$ cat src/include/limit_pkg.sv
package limit_pkg;
  // signed value width: covers -99,999..99,999 with margin
  localparam int VAL_W = 18;
  localparam logic signed [VAL_W-1:0] SP_MIN_LIM = -18'sd99999;
  localparam logic signed [VAL_W-1:0] SP_MAX_LIM = 18'sd99999;
  localparam logic signed [VAL_W-1:0] HYST_MIN_FU = 18'sd1;
  localparam logic signed [VAL_W-1:0] HYST_MAX_FU = 18'sd9999;
  localparam logic signed [VAL_W-1:0] HYST_MIN_C = 18'sd2;
  localparam logic signed [VAL_W-1:0] HYST_MAX_C = 18'sd5555;
  // reset values of the held settings
  localparam logic signed [VAL_W-1:0] RST_SP_MIN = 18'sd0;
  localparam logic signed [VAL_W-1:0] RST_SP_MAX = 18'sd0;
  localparam logic signed [VAL_W-1:0] RST_SP_HI = 18'sd0;
  localparam logic signed [VAL_W-1:0] RST_SP_LO = 18'sd0;
  localparam logic signed [VAL_W-1:0] RST_HYST = 18'sd1;
  // side selection codes
  typedef enum logic [1:0] {
    SIDE_BOTH = 2'h0,
    SIDE_HIGH = 2'h1,
    SIDE_LOW = 2'h2
  } side_e;
  // latch states, one-hot
  typedef enum logic [1:0] {
    ST_SAFE = 2'b01,
    ST_TRIP = 2'b10
  } latch_e;
  // status codes
  localparam logic [1:0] STAT_SAFE = 2'h0;
  localparam logic [1:0] STAT_TRIP = 2'h1;
  localparam logic [1:0] STAT_FAIL = 2'h2;
endpackage

$ cat src/rtl/limit_monitor.sv
`timescale 1ns/100ps
// Summary of operation
// permissive high inside safe region, else low
// side select chooses high, low or both
// trip latches; clear pin works only when safe
// high trip clears below high minus hysteresis
// low trip clears above low plus hysteresis
// hysteresis 1..9999, or 2..5555 celsius
// range bounds within -99999..99999
// upper threshold above maximum is refused
// both thresholds held within min..max bounds; code checks only newly written thresholds, not kept ones
// software clear resets latch when fault gone
// input error gives fail status, output off
// permissive wired straight to energy driver
// per-cycle evaluation; latch powers up tripped
module limit_monitor
  import limit_pkg::*;
(
  input wire logic i_clk, // system clock
  input wire logic i_sys_rst, // sync reset, active high
  input wire logic signed [VAL_W-1:0] i_value, // monitored process value
  input wire logic i_value_err, // sensor reports an error
  input wire logic i_clear_pin, // digital clear input, async pin
  input wire logic i_sw_clear, // software clear, pulse = Clear
  input wire logic [1:0] i_side, // side selection code
  input wire logic i_cfg_we, // settings write strobe
  input wire logic i_celsius, // hysteresis in celsius
  input wire logic signed [VAL_W-1:0] i_min_sp, // minimum bound
  input wire logic signed [VAL_W-1:0] i_max_sp, // maximum bound
  input wire logic signed [VAL_W-1:0] i_hi_sp, // upper threshold
  input wire logic signed [VAL_W-1:0] i_lo_sp, // lower threshold
  input wire logic signed [VAL_W-1:0] i_hyst, // hysteresis
  output logic o_energy_en, // fixed drive to energy-source switch
  output logic [1:0] o_status, // safe, tripped or fail
  output logic o_hi_tripped, // high side caused the trip
  output logic o_lo_tripped, // low side caused the trip
  output logic o_cfg_err // last settings write refused a field
);
  logic clr_sync; // synchronised clear pin level
  logic clr_prev_q; // previous clear level, for edge
  logic clr_rise; // clear pin asserted this cycle
  logic signed [VAL_W-1:0] hi_sp, lo_sp, hyst; // held settings
  logic signed [VAL_W:0] hi_rel, lo_rel; // release points, one bit wider
  logic hi_en, lo_en; // enabled sides
  logic hi_cross, lo_cross; // limit crossed now
  logic hi_gone, lo_gone; // condition cleared with hysteresis
  logic fault_gone; // all latched causes cleared
  logic clr_req; // any clear request
  latch_e state_q, state_d; // latch state
  logic hi_lat_q, lo_lat_q; // which side tripped

  // clear pin comes from outside; pass it through two flops
  limit_sync u_sync (
    .i_clk(i_clk),
    .i_sys_rst(i_sys_rst),
    .i_async(i_clear_pin),
    .o_sync(clr_sync)
  );

  limit_cfg u_cfg (
    .i_clk(i_clk),
    .i_sys_rst(i_sys_rst),
    .i_cfg_we(i_cfg_we),
    .i_celsius(i_celsius),
    .i_min_sp(i_min_sp),
    .i_max_sp(i_max_sp),
    .i_hi_sp(i_hi_sp),
    .i_lo_sp(i_lo_sp),
    .i_hyst(i_hyst),
    .o_hi_sp(hi_sp),
    .o_lo_sp(lo_sp),
    .o_hyst(hyst),
    .o_cfg_err(o_cfg_err)
  );

  // edge detect on the synchronised level only; a held pin clears once
  always_ff @(posedge i_clk) begin
    if (i_sys_rst) begin
      clr_prev_q <= 1'b0;
    end else begin
      clr_prev_q <= clr_sync;
    end
  end
  assign clr_rise = clr_sync && !clr_prev_q;
  assign clr_req = clr_rise || i_sw_clear;

  // comparisons, evaluated every cycle
  always_comb begin
    hi_en = (i_side == SIDE_BOTH) || (i_side == SIDE_HIGH);
    lo_en = (i_side == SIDE_BOTH) || (i_side == SIDE_LOW);
    // widened so threshold +- hysteresis cannot wrap
    // concatenations are unsigned, so each widened operand is marked signed again
    hi_rel = $signed({hi_sp[VAL_W-1], hi_sp}) - $signed({hyst[VAL_W-1], hyst});
    lo_rel = $signed({lo_sp[VAL_W-1], lo_sp}) + $signed({hyst[VAL_W-1], hyst});
    hi_cross = hi_en && (i_value > hi_sp);
    lo_cross = lo_en && (i_value < lo_sp);
    hi_gone = $signed({i_value[VAL_W-1], i_value}) <= hi_rel;
    lo_gone = $signed({i_value[VAL_W-1], i_value}) >= lo_rel;
    // an errored input never counts as cleared
    fault_gone = !i_value_err && !hi_cross && !lo_cross
      && (!hi_lat_q || hi_gone) && (!lo_lat_q || lo_gone);
  end

  // latch transitions
  always_comb begin
    state_d = state_q;
    case (state_q)
      ST_SAFE: begin
        if (i_value_err || hi_cross || lo_cross) begin
          state_d = ST_TRIP;
        end
      end
      ST_TRIP: begin
        if (clr_req && fault_gone) begin
          state_d = ST_SAFE;
        end
      end
      default: begin
        state_d = ST_TRIP; // illegal code fails safe
      end
    endcase
  end

  // latch powers up tripped so energy stays off until a clear
  always_ff @(posedge i_clk) begin
    if (i_sys_rst) begin
      state_q <= ST_TRIP;
    end else begin
      state_q <= state_d;
    end
  end

  // remember the cause; a new crossing adds while tripped
  always_ff @(posedge i_clk) begin
    if (i_sys_rst) begin
      hi_lat_q <= 1'b0;
      lo_lat_q <= 1'b0;
    end else if (state_d == ST_SAFE) begin
      hi_lat_q <= 1'b0;
      lo_lat_q <= 1'b0;
    end else begin
      hi_lat_q <= hi_lat_q || hi_cross;
      lo_lat_q <= lo_lat_q || lo_cross;
    end
  end

  // permissive and status come from flops; no path can disconnect them
  always_ff @(posedge i_clk) begin
    if (i_sys_rst) begin
      o_energy_en <= 1'b0;
      o_status <= STAT_TRIP;
    end else begin
      o_energy_en <= (state_d == ST_SAFE);
      if (i_value_err) begin
        o_status <= STAT_FAIL;
      end else if (state_d == ST_TRIP) begin
        o_status <= STAT_TRIP;
      end else begin
        o_status <= STAT_SAFE;
      end
    end
  end
  assign o_hi_tripped = hi_lat_q;
  assign o_lo_tripped = lo_lat_q;

  // crossing while safe drops the output next cycle
  trip_drop_a: assert property (@(posedge i_clk) disable iff (i_sys_rst)
    state_q == ST_SAFE && (hi_cross || lo_cross) |=> !o_energy_en)
    else $error("limit crossed but output stayed on");
  side_high_a: assert property (@(posedge i_clk) disable iff (i_sys_rst)
    i_side == SIDE_HIGH |-> !lo_cross)
    else $error("low side monitored in high-only mode");
  latch_hold_a: assert property (@(posedge i_clk) disable iff (i_sys_rst)
    state_q == ST_TRIP && !clr_req |=> state_q == ST_TRIP)
    else $error("latch released without a clear");
  hi_release_a: assert property (@(posedge i_clk) disable iff (i_sys_rst)
    state_q == ST_TRIP && hi_lat_q && !hi_gone |=> state_q == ST_TRIP)
    else $error("high trip released inside hysteresis");
  lo_release_a: assert property (@(posedge i_clk) disable iff (i_sys_rst)
    state_q == ST_TRIP && lo_lat_q && !lo_gone |=> state_q == ST_TRIP)
    else $error("low trip released inside hysteresis");
  sw_clear_a: assert property (@(posedge i_clk) disable iff (i_sys_rst)
    state_q == ST_TRIP && i_sw_clear && fault_gone |=> o_energy_en)
    else $error("software clear did not restore output");
  err_fail_a: assert property (@(posedge i_clk) disable iff (i_sys_rst)
    i_value_err |=> o_status == STAT_FAIL && !o_energy_en)
    else $error("input error did not force fail");
  out_state_a: assert property (@(posedge i_clk) disable iff (i_sys_rst)
    o_energy_en == (state_q == ST_SAFE))
    else $error("output not tied to latch state");

  trip_c: cover property (@(posedge i_clk) disable iff (i_sys_rst)
    state_q == ST_SAFE ##1 state_q == ST_TRIP);
  pin_clear_c: cover property (@(posedge i_clk) disable iff (i_sys_rst)
    clr_rise && state_q == ST_TRIP ##1 state_q == ST_SAFE);
  sw_clear_c: cover property (@(posedge i_clk) disable iff (i_sys_rst)
    i_sw_clear && state_q == ST_TRIP ##1 state_q == ST_SAFE);
  fail_c: cover property (@(posedge i_clk) disable iff (i_sys_rst)
    o_status == STAT_FAIL);
endmodule

$ cat src/rtl/limit_sync.sv
`timescale 1ns/100ps
// two-stage synchroniser for asynchronous pin levels
module limit_sync
  import limit_pkg::*;
(
  input wire logic i_clk, // system clock
  input wire logic i_sys_rst, // sync reset, active high
  input wire logic i_async, // level from a pin
  output logic o_sync // synchronised level
);
  logic meta_q; // first stage, read only by the second
  // both stages clear on reset
  always_ff @(posedge i_clk) begin
    if (i_sys_rst) begin
      meta_q <= 1'b0;
      o_sync <= 1'b0;
    end else begin
      meta_q <= i_async;
      o_sync <= meta_q;
    end
  end
endmodule

$ cat src/rtl/limit_cfg.sv
`timescale 1ns/100ps
// settings store: refuses out-of-range writes, keeping old values
module limit_cfg
  import limit_pkg::*;
(
  input wire logic i_clk, // system clock
  input wire logic i_sys_rst, // sync reset, active high
  input wire logic i_cfg_we, // write strobe for all settings, pulse
  input wire logic i_celsius, // hysteresis given in celsius
  input wire logic signed [VAL_W-1:0] i_min_sp, // new minimum bound
  input wire logic signed [VAL_W-1:0] i_max_sp, // new maximum bound
  input wire logic signed [VAL_W-1:0] i_hi_sp, // new upper threshold
  input wire logic signed [VAL_W-1:0] i_lo_sp, // new lower threshold
  input wire logic signed [VAL_W-1:0] i_hyst, // new hysteresis
  output logic signed [VAL_W-1:0] o_hi_sp, // held upper threshold
  output logic signed [VAL_W-1:0] o_lo_sp, // held lower threshold
  output logic signed [VAL_W-1:0] o_hyst, // held hysteresis
  output logic o_cfg_err // last write had a refused field
);
  logic signed [VAL_W-1:0] min_q, max_q; // held range bounds
  logic min_ok, max_ok, hi_ok, lo_ok, hy_ok; // per-field acceptance
  logic signed [VAL_W-1:0] min_n, max_n; // bounds in effect after write

  // bounds are checked first; thresholds are checked against the new bounds
  always_comb begin
    min_ok = (i_min_sp >= SP_MIN_LIM) && (i_min_sp <= SP_MAX_LIM);
    max_ok = (i_max_sp >= SP_MIN_LIM) && (i_max_sp <= SP_MAX_LIM);
    min_n = min_ok ? i_min_sp : min_q;
    max_n = max_ok ? i_max_sp : max_q;
    // upper above maximum is refused, lower bound inclusive too
    hi_ok = (i_hi_sp <= max_n) && (i_hi_sp >= min_n);
    lo_ok = (i_lo_sp <= max_n) && (i_lo_sp >= min_n);
    if (i_celsius) begin
      hy_ok = (i_hyst >= HYST_MIN_C) && (i_hyst <= HYST_MAX_C);
    end else begin
      hy_ok = (i_hyst >= HYST_MIN_FU) && (i_hyst <= HYST_MAX_FU);
    end
  end

  // refused fields keep their old value; kept thresholds are not rechecked against new bounds
  always_ff @(posedge i_clk) begin
    if (i_sys_rst) begin
      min_q <= RST_SP_MIN;
      max_q <= RST_SP_MAX;
      o_hi_sp <= RST_SP_HI;
      o_lo_sp <= RST_SP_LO;
      o_hyst <= RST_HYST;
      o_cfg_err <= 1'b0;
    end else if (i_cfg_we) begin
      min_q <= min_n;
      max_q <= max_n;
      if (hi_ok) begin
        o_hi_sp <= i_hi_sp;
      end
      if (lo_ok) begin
        o_lo_sp <= i_lo_sp;
      end
      if (hy_ok) begin
        o_hyst <= i_hyst;
      end
      o_cfg_err <= !(min_ok && max_ok && hi_ok && lo_ok && hy_ok);
    end
  end

  // a refused upper threshold must never be taken
  hi_refuse_a: assert property (@(posedge i_clk) disable iff (i_sys_rst)
    i_cfg_we && !hi_ok |=> o_hi_sp == $past(o_hi_sp))
    else $error("refused upper threshold was stored");
  hyst_range_a: assert property (@(posedge i_clk) disable iff (i_sys_rst)
    o_hyst >= HYST_MIN_FU && o_hyst <= HYST_MAX_FU)
    else $error("hysteresis left its range");
endmodule

$ cat config.mk
export PLATFORM = sky130hd
export DESIGN_NAME = limit_monitor
export DESIGN_NICKNAME = d
export VERILOG_FILES = /design/src/include/limit_pkg.sv /design/src/rtl/limit_monitor.sv /design/src/rtl/limit_sync.sv /design/src/rtl/limit_cfg.sv
export SDC_FILE = /design/constraint.sdc
export NUM_CORES = 1
export LEC_CHECK = 0
export BUFFER_PORTS_ARGS = -buffer_cell sky130_fd_sc_hd__buf_4
export CAP_MARGIN = 0
export CORE_AREA = 10 10 114 167
export CTS_CLUSTER_DIAMETER = 40
export DETAILED_ROUTE_END_ITERATION = 10
export DIE_AREA = 0 0 124 177
export GPL_ROUTABILITY_DRIVEN = 0
export GPL_TIMING_DRIVEN = 0
export PLACE_DENSITY_LB_ADDON = 0.05
export SLEW_MARGIN = 10
export SYNTH_ARGS = -nofsm -noshare
export SYNTH_HDL_FRONTEND = slang
export SYNTH_HIERARCHICAL = 1
export SYNTH_SLANG_ARGS = --single-unit
$ cat constraint.sdc
create_clock -name i_clk -period 8.2 [get_ports i_clk]
set_input_delay 0.41 -clock i_clk [delete_from_list [all_inputs] [get_ports i_clk]]
set_output_delay 0.41 -clock i_clk [all_outputs]
set_load 0.02 [all_outputs]
== Yosys cells after proc, flatten, opt, wreduce, memory -nomap -nowiden ==
Cells that the tools add are included.
Storage, ports and cells
  register bits after elaboration: 101
  latch bits: 0
  memory bits (writable): 0
  memory bits (read-only): 0
  output and inout bits: 6
  word-level logic and storage cells: 85
  memories: 0
Cells by class
  $add $sub $neg: 2
  multipliers: 0
  divide/modulo/power cells: 0
  magnitude comparators: 16
  eq/ne operators: 6
  shift-type cells: 0
  muxes and demuxes: 8
  bitwise operators: 0
  reductions and logical operators: 39
Operators by type and width (count)
  18-bit >= comparator: 2
  18-bit >= comparator, second input constant: 2
  18-bit <= comparator: 2
  18-bit <= comparator, second input constant: 2
  18-bit 2-to-1 mux: 2
  18-bit by 18-bit adder with 19-bit output: 1
  18-bit by 19-bit >= comparator with 1-bit output: 1
  18-bit by 19-bit <= comparator with 1-bit output: 1
  18-bit by 18-bit subtractor with 19-bit output: 1
  18-bit by 2-bit >= comparator with 1-bit output, second input constant: 1
  18-bit by 3-bit >= comparator with 1-bit output, second input constant: 1
  18-bit greater-than comparator: 1
  18-bit by 14-bit <= comparator with 1-bit output, second input constant: 1
  18-bit by 15-bit <= comparator with 1-bit output, second input constant: 1
  1-bit logical AND: 18
  18-bit < comparator: 1
  1-bit logical OR: 9
  1-bit zero test: 7
  2-bit by 1-bit equality test with 1-bit output, second input constant: 3
  2-bit equality test, second input constant: 3
  2-bit 2-to-1 mux: 3
  2-bit AND reduction: 3
  2-bit one-hot mux with 2 select lines: 1
  2-bit zero test: 1
  2 further kinds: 3

== Longest topological paths before layout ==
  word-level depth: 14
  gate-level depth with buffers: 22
  mapped depth without buffers: 22

== Modules after synthesis ==
The synthesis kept the hierarchy.
By module, submodules not included
  limit_cfg: instances 1, cells an instance 625, area each 5733.0 um^2
  limit_monitor: instances 1, cells an instance 492, area each 3689.8 um^2
  limit_sync: instances 1, cells an instance 4, area each 52.6 um^2

== Worst setup path after synthesis ==
OpenSTA, ideal clock, no wires.
  path type: reg2reg
  from: register u_cfg.o_hyst[2]
  to: register o_status[0]
  library setup time: 0.121 ns
  arrival: 4.152 ns
  required time: 8.079 ns
  slack: 3.927 ns
  cell stages (with the launch flop): 22
  period minus slack after synthesis: 4.273 ns
  cell sequence: dfxtp_1 -> inv_1 -> ha_1 -> nor2b_1 -> o21ai_1 -> a21o_1 -> a21oi_1 -> o311ai_1 -> a211oi_1 -> o31ai_1 -> a21oi_1 -> o41a_1 -> ha_1 -> nand4_1 -> nor4_4 -> nand3_1 -> and3_2 -> a2111oi_2 -> and4bb_1 -> o22a_1 -> and2b_1 -> o31ai_1
On the way
  word-level cells in the longest chain between the ends: 11
Ends and longest elaborated chain
  start: declaration: RTL line limit_cfg.sv:17  | output logic signed [VAL_W-1:0] o_hyst,
  start signal: assignment: RTL line limit_cfg.sv:59  | o_hyst <= i_hyst;
  18-bit by 18-bit subtractor with 19-bit output: RTL line limit_monitor.sv:93  | hi_rel = $signed({hi_sp[VAL_W-1], hi_sp}) - $signed({hyst[VAL_W-1], hyst});
  18-bit by 19-bit <= comparator with 1-bit output: RTL line limit_monitor.sv:97  | hi_gone = $signed({i_value[VAL_W-1], i_value}) <= hi_rel;
  1-bit logical OR: RTL line limit_monitor.sv:101  | && (!hi_lat_q || hi_gone) && (!lo_lat_q || lo_gone);
  1-bit logical AND: RTL line limit_monitor.sv:101
  1-bit logical AND (*): RTL line limit_monitor.sv:101
  1-bit logical AND (*): RTL line limit_monitor.sv:114  | if (clr_req && fault_gone) begin
  2-bit 2-to-1 mux (*): RTL line limit_monitor.sv:114
  2-bit one-hot mux with 2 select lines (*): RTL line limit_monitor.sv:107  | case (state_q)
  2-bit equality test (*): RTL line limit_monitor.sv:156  | end else if (state_d == ST_TRIP) begin
  1-bit 2-to-1 mux (*): RTL line limit_monitor.sv:156
  2-bit 2-to-1 mux (*): RTL line limit_monitor.sv:154  | if (i_value_err) begin
  end signal: assignment: RTL line limit_monitor.sv:155  | o_status <= STAT_FAIL;
  end signal: assignment: RTL line limit_monitor.sv:157  | o_status <= STAT_TRIP;
  end signal: assignment: RTL line limit_monitor.sv:159  | o_status <= STAT_SAFE;
  end: declaration: RTL line limit_monitor.sv:34  | output logic [1:0] o_status,
Mark *: on every way between the ends. The rest lies on a longest branch, timed or not.
A chain may end at the register's enable or synchronous reset.

== Worst setup path in the final report ==
  from: register u_cfg.o_hyst[0]
  to: register o_status[0]
The elaborated chain is that of the path after synthesis.

==> summary.txt <==
Die
  • Die outline height: 177 um
  • Chip width: 124 um
  • Initial core utilization: 59.0%
  • Placeable Area: roughly 16000 um^2
  • Die Footprint: about 22000 um^2
  • Number of cell rows: 57
  • IO Pins: ~120

GRT
  • GRT Total Usage: 25.9%
  • Vias in the first global route: 8998
  • Largest net degree at the start of global routing: 17
  • Grt total ovfl: 0
  • First-pass GRT wire length: between 40000 and 50000 um
  • Antenna violations before repair: 0

Synthesis
  • Synth unique cells: 68
  • Synthesized instance count: between 1000 and 1500
  • Part of the Yosys area used for sequential elements: 21.3%
  • Top cells by area, synth: ha_1 24%, dfxtp_1 21%, mux2i_1 7.9%, nand2b_1 5.4%, a21oi_1 4.5%
  • Async S/R FF share, synth: 0%
  • Post-synthesis register bit count: approximately 100
  • Number of synthesis warnings: 6
  • Mean Syn Cell Area: about 8.5 um^2
  • Synth area leader: ha_1
  • Synth top area share: 24.2%
  • Post-Syn Nets: ~1400
  • Most used DFF post-synth: dfxtp_1
  • Top-count cell post-synth: ha_1
  • Synthesized cell area: around 9500 um^2
  • Synth cell count leaders: 183 x ha_1, 101 x dfxtp_1, 88 x nor2_1
  • Post-synth EDFFs: 0

STA
  • Fin. Hold Viols: 0
  • RSZ-0062 raised after global routing: false
  • Slew @ Worst Pin: roughly 0.74 ns
  • Max Freq: between 150 and 200 MHz
  • Final Slew Violations: 0
  • Post-route minimum period: between 5 and 6 ns
  • Final worst slack: 2.84 ns
  • Setup TNS: 0 ns
  • Final period util: around two thirds
  • Final setup viols: 0
  • Worst rel slew slack: 49.2%
  • Skew final: 0.00778 ns

Clock tree
  • Hold buffers post-CTS: 0
  • Total CTS buffers: 9
  • Postcts setup bufs: 0
  • CTS tree: yes
  • Maximum buffer depth of the clock tree: 2
  • H-tree depth: 3
  • Reg clk slew, reported paths: 0.07 ns
  • Clk sinks: 101
  • Post-CTS Resized: 0
  • Skew-Pair Late Insertion Delay: between 0.3 and 0.4 ns
  • Root Buffer: clkbuf_16

Worst setup path
  • Startpoint Class: flip-flop
  • Worst Path Max Fanout: 4
  • R2R Path Start: u_cfg/o_hyst[0]
  • Critical Path AT: ~5.6 ns
  • Worst Setup SP: u_cfg/o_hyst[0]
  • FF-to-FF setup slack: between 2 and 3 ns
  • Crit. End Element: flip-flop
  • CP Class: flip-flop to flip-flop
  • Required @ worst endpoint: around 8.4 ns

Worst hold path
  • Min-Delay Path Class: input port to flip-flop
  • Min-delay src: i_clear_pin

Flow run
  • # Max-Cap Violations: 0

Run status
  • Status: complete, no violations

Route
  • WL final: 28800 um
  • Post-route ant nets: 0
  • Vias: 8832
  • Drt first pass iters: 5
  • DRC errors left: 0
  • Vias per cell: 6.03
  • Routed length per instance: approximately 20 um
  • First DRT Iteration DRCs: roughly 400

Power and ir drop
  • Power Density: 152 nW/um^2
  • VDD IR-drop max: roughly 100 uV
  • Lkg Pwr: around 0.0049 uW
  • Total Power: between 1500 and 2000 uW

Final layout
  • Nets: between 1500 and 2000
  • Layout area overhead: 15.6%
  • Fin util: between 60 and 70%
  • Post-route cell area: 11000 um^2
  • ANT cells: 0
  • Layout filler cell count: 1373
  • Share of layout cells above drive strength 1: between 10% and 20%

Placement
  • Cell Area, Placed: 10600 um^2
  • Buffers added on ports: approximately 120
  • HPWL Detailed: 24400 um
  • Place WS: 2.95 ns
==> stage by stage <==
step                hold WS (ns)  std cells
floorplan                  0.414       1121
global placement           0.427       1449
detailed placement         0.445       1449
CTS                        0.264       1464
global route               0.289       1464
finish                     0.267       1464
==> power breakdown <==
part | total [uW] | leakage (uW) | internal (uW) | switching, uW
clock | 462 | 0.000148 | 254 | 208
combinational | 656 | 0.00397 | 291 | 365
sequential | 549 | 0.000827 | 523 | 25.3
==> final cells by class <==
type                            instances  area (um^2)  share of cell area [%]
Timing Repair Buffer                  122          916                    8.36
Buffer                                 30          139                    1.27
Clock inverter                          4         55.1                   0.502
Tap cell                              206          258                    2.35
Inverter                               83          312                    2.84
Sequential cell                       101         2020                    18.5
Multi-Input combinational cell        907         7000                    63.9
Clock buffer                           11          253                    2.31
==> logic make-up after synthesis <==
logic type,count (synthesis),share of synthesized area (%)
adders and majority gates,185,24.6
muxes,83,9.06
DFF,101,21.3
buffers and inverters,113,4.75
AOI/OAI and AO/OA,258,17.7
and+or+nand+nor,354,20.1
xor gates and xnor gates,27,2.50
==> layer usage <==
metal	vias to the layer above	global-route usage [%]	share of wire, %
li1	4371	-	-
met1	4112	25.6	36
met2	251	47.4	52
met3	98	3.48	4.6
met4	0	18.5	7.2
met5	-	0	0
==> placed cells by master (no fill, tap or decap), drive strengths merged, types with 16 or more instances in the layout <==
cell / count
dfxtp: 101
a211oi: 45
buf: 131
inv: 84
ha: 183
nand4: 29
xor2: 16
o21ai: 41
clkbuf: 32
nand2: 49
nand2b: 82
a21o: 18
nor3: 20
mux2i: 82
a21oi: 85
nor2b: 16
nor2: 90
nand3: 21
==> flip-flops by register name (all words and copies together), names as in the netlist, 2 cells and up <==
name / cells
u_cfg/o_hi_sp: 18
u_cfg/max_q: 18
u_cfg/o_hyst: 18
state_q: 2
u_cfg/o_lo_sp: 18
o_status: 2
u_cfg/min_q: 18
==> worst max-delay path: stages (launching register included) <==
cell and delay [ns]:
dfxtp_1 0.42, ha_1 0.23, fa_1 0.22, nor2b_1 0.06
o21ai_1 0.17, a21o_1 0.17, a21oi_1 0.11, o311ai_1 0.54
a211oi_1 0.16, o31ai_1 0.36, a21oi_1 0.15, o41a_1 0.35
ha_1 0.34, nand4_1 0.14, nor4_4 0.27, nand3_1 0.23
and3_2 0.28, a2111oi_2 0.40, and4bb_1 0.27, o22a_1 0.17
and2b_1 0.13, o31ai_1 0.07
==> path summary, 6_finish.rpt <==
path	to	cells after the start
max	o_status[0]	21
min	u_sync/meta_q	2
max reg2reg	o_status[0]	21
min reg2reg	u_sync/o_sync	1
No activity file was read; power rests on OpenSTA's default activity.
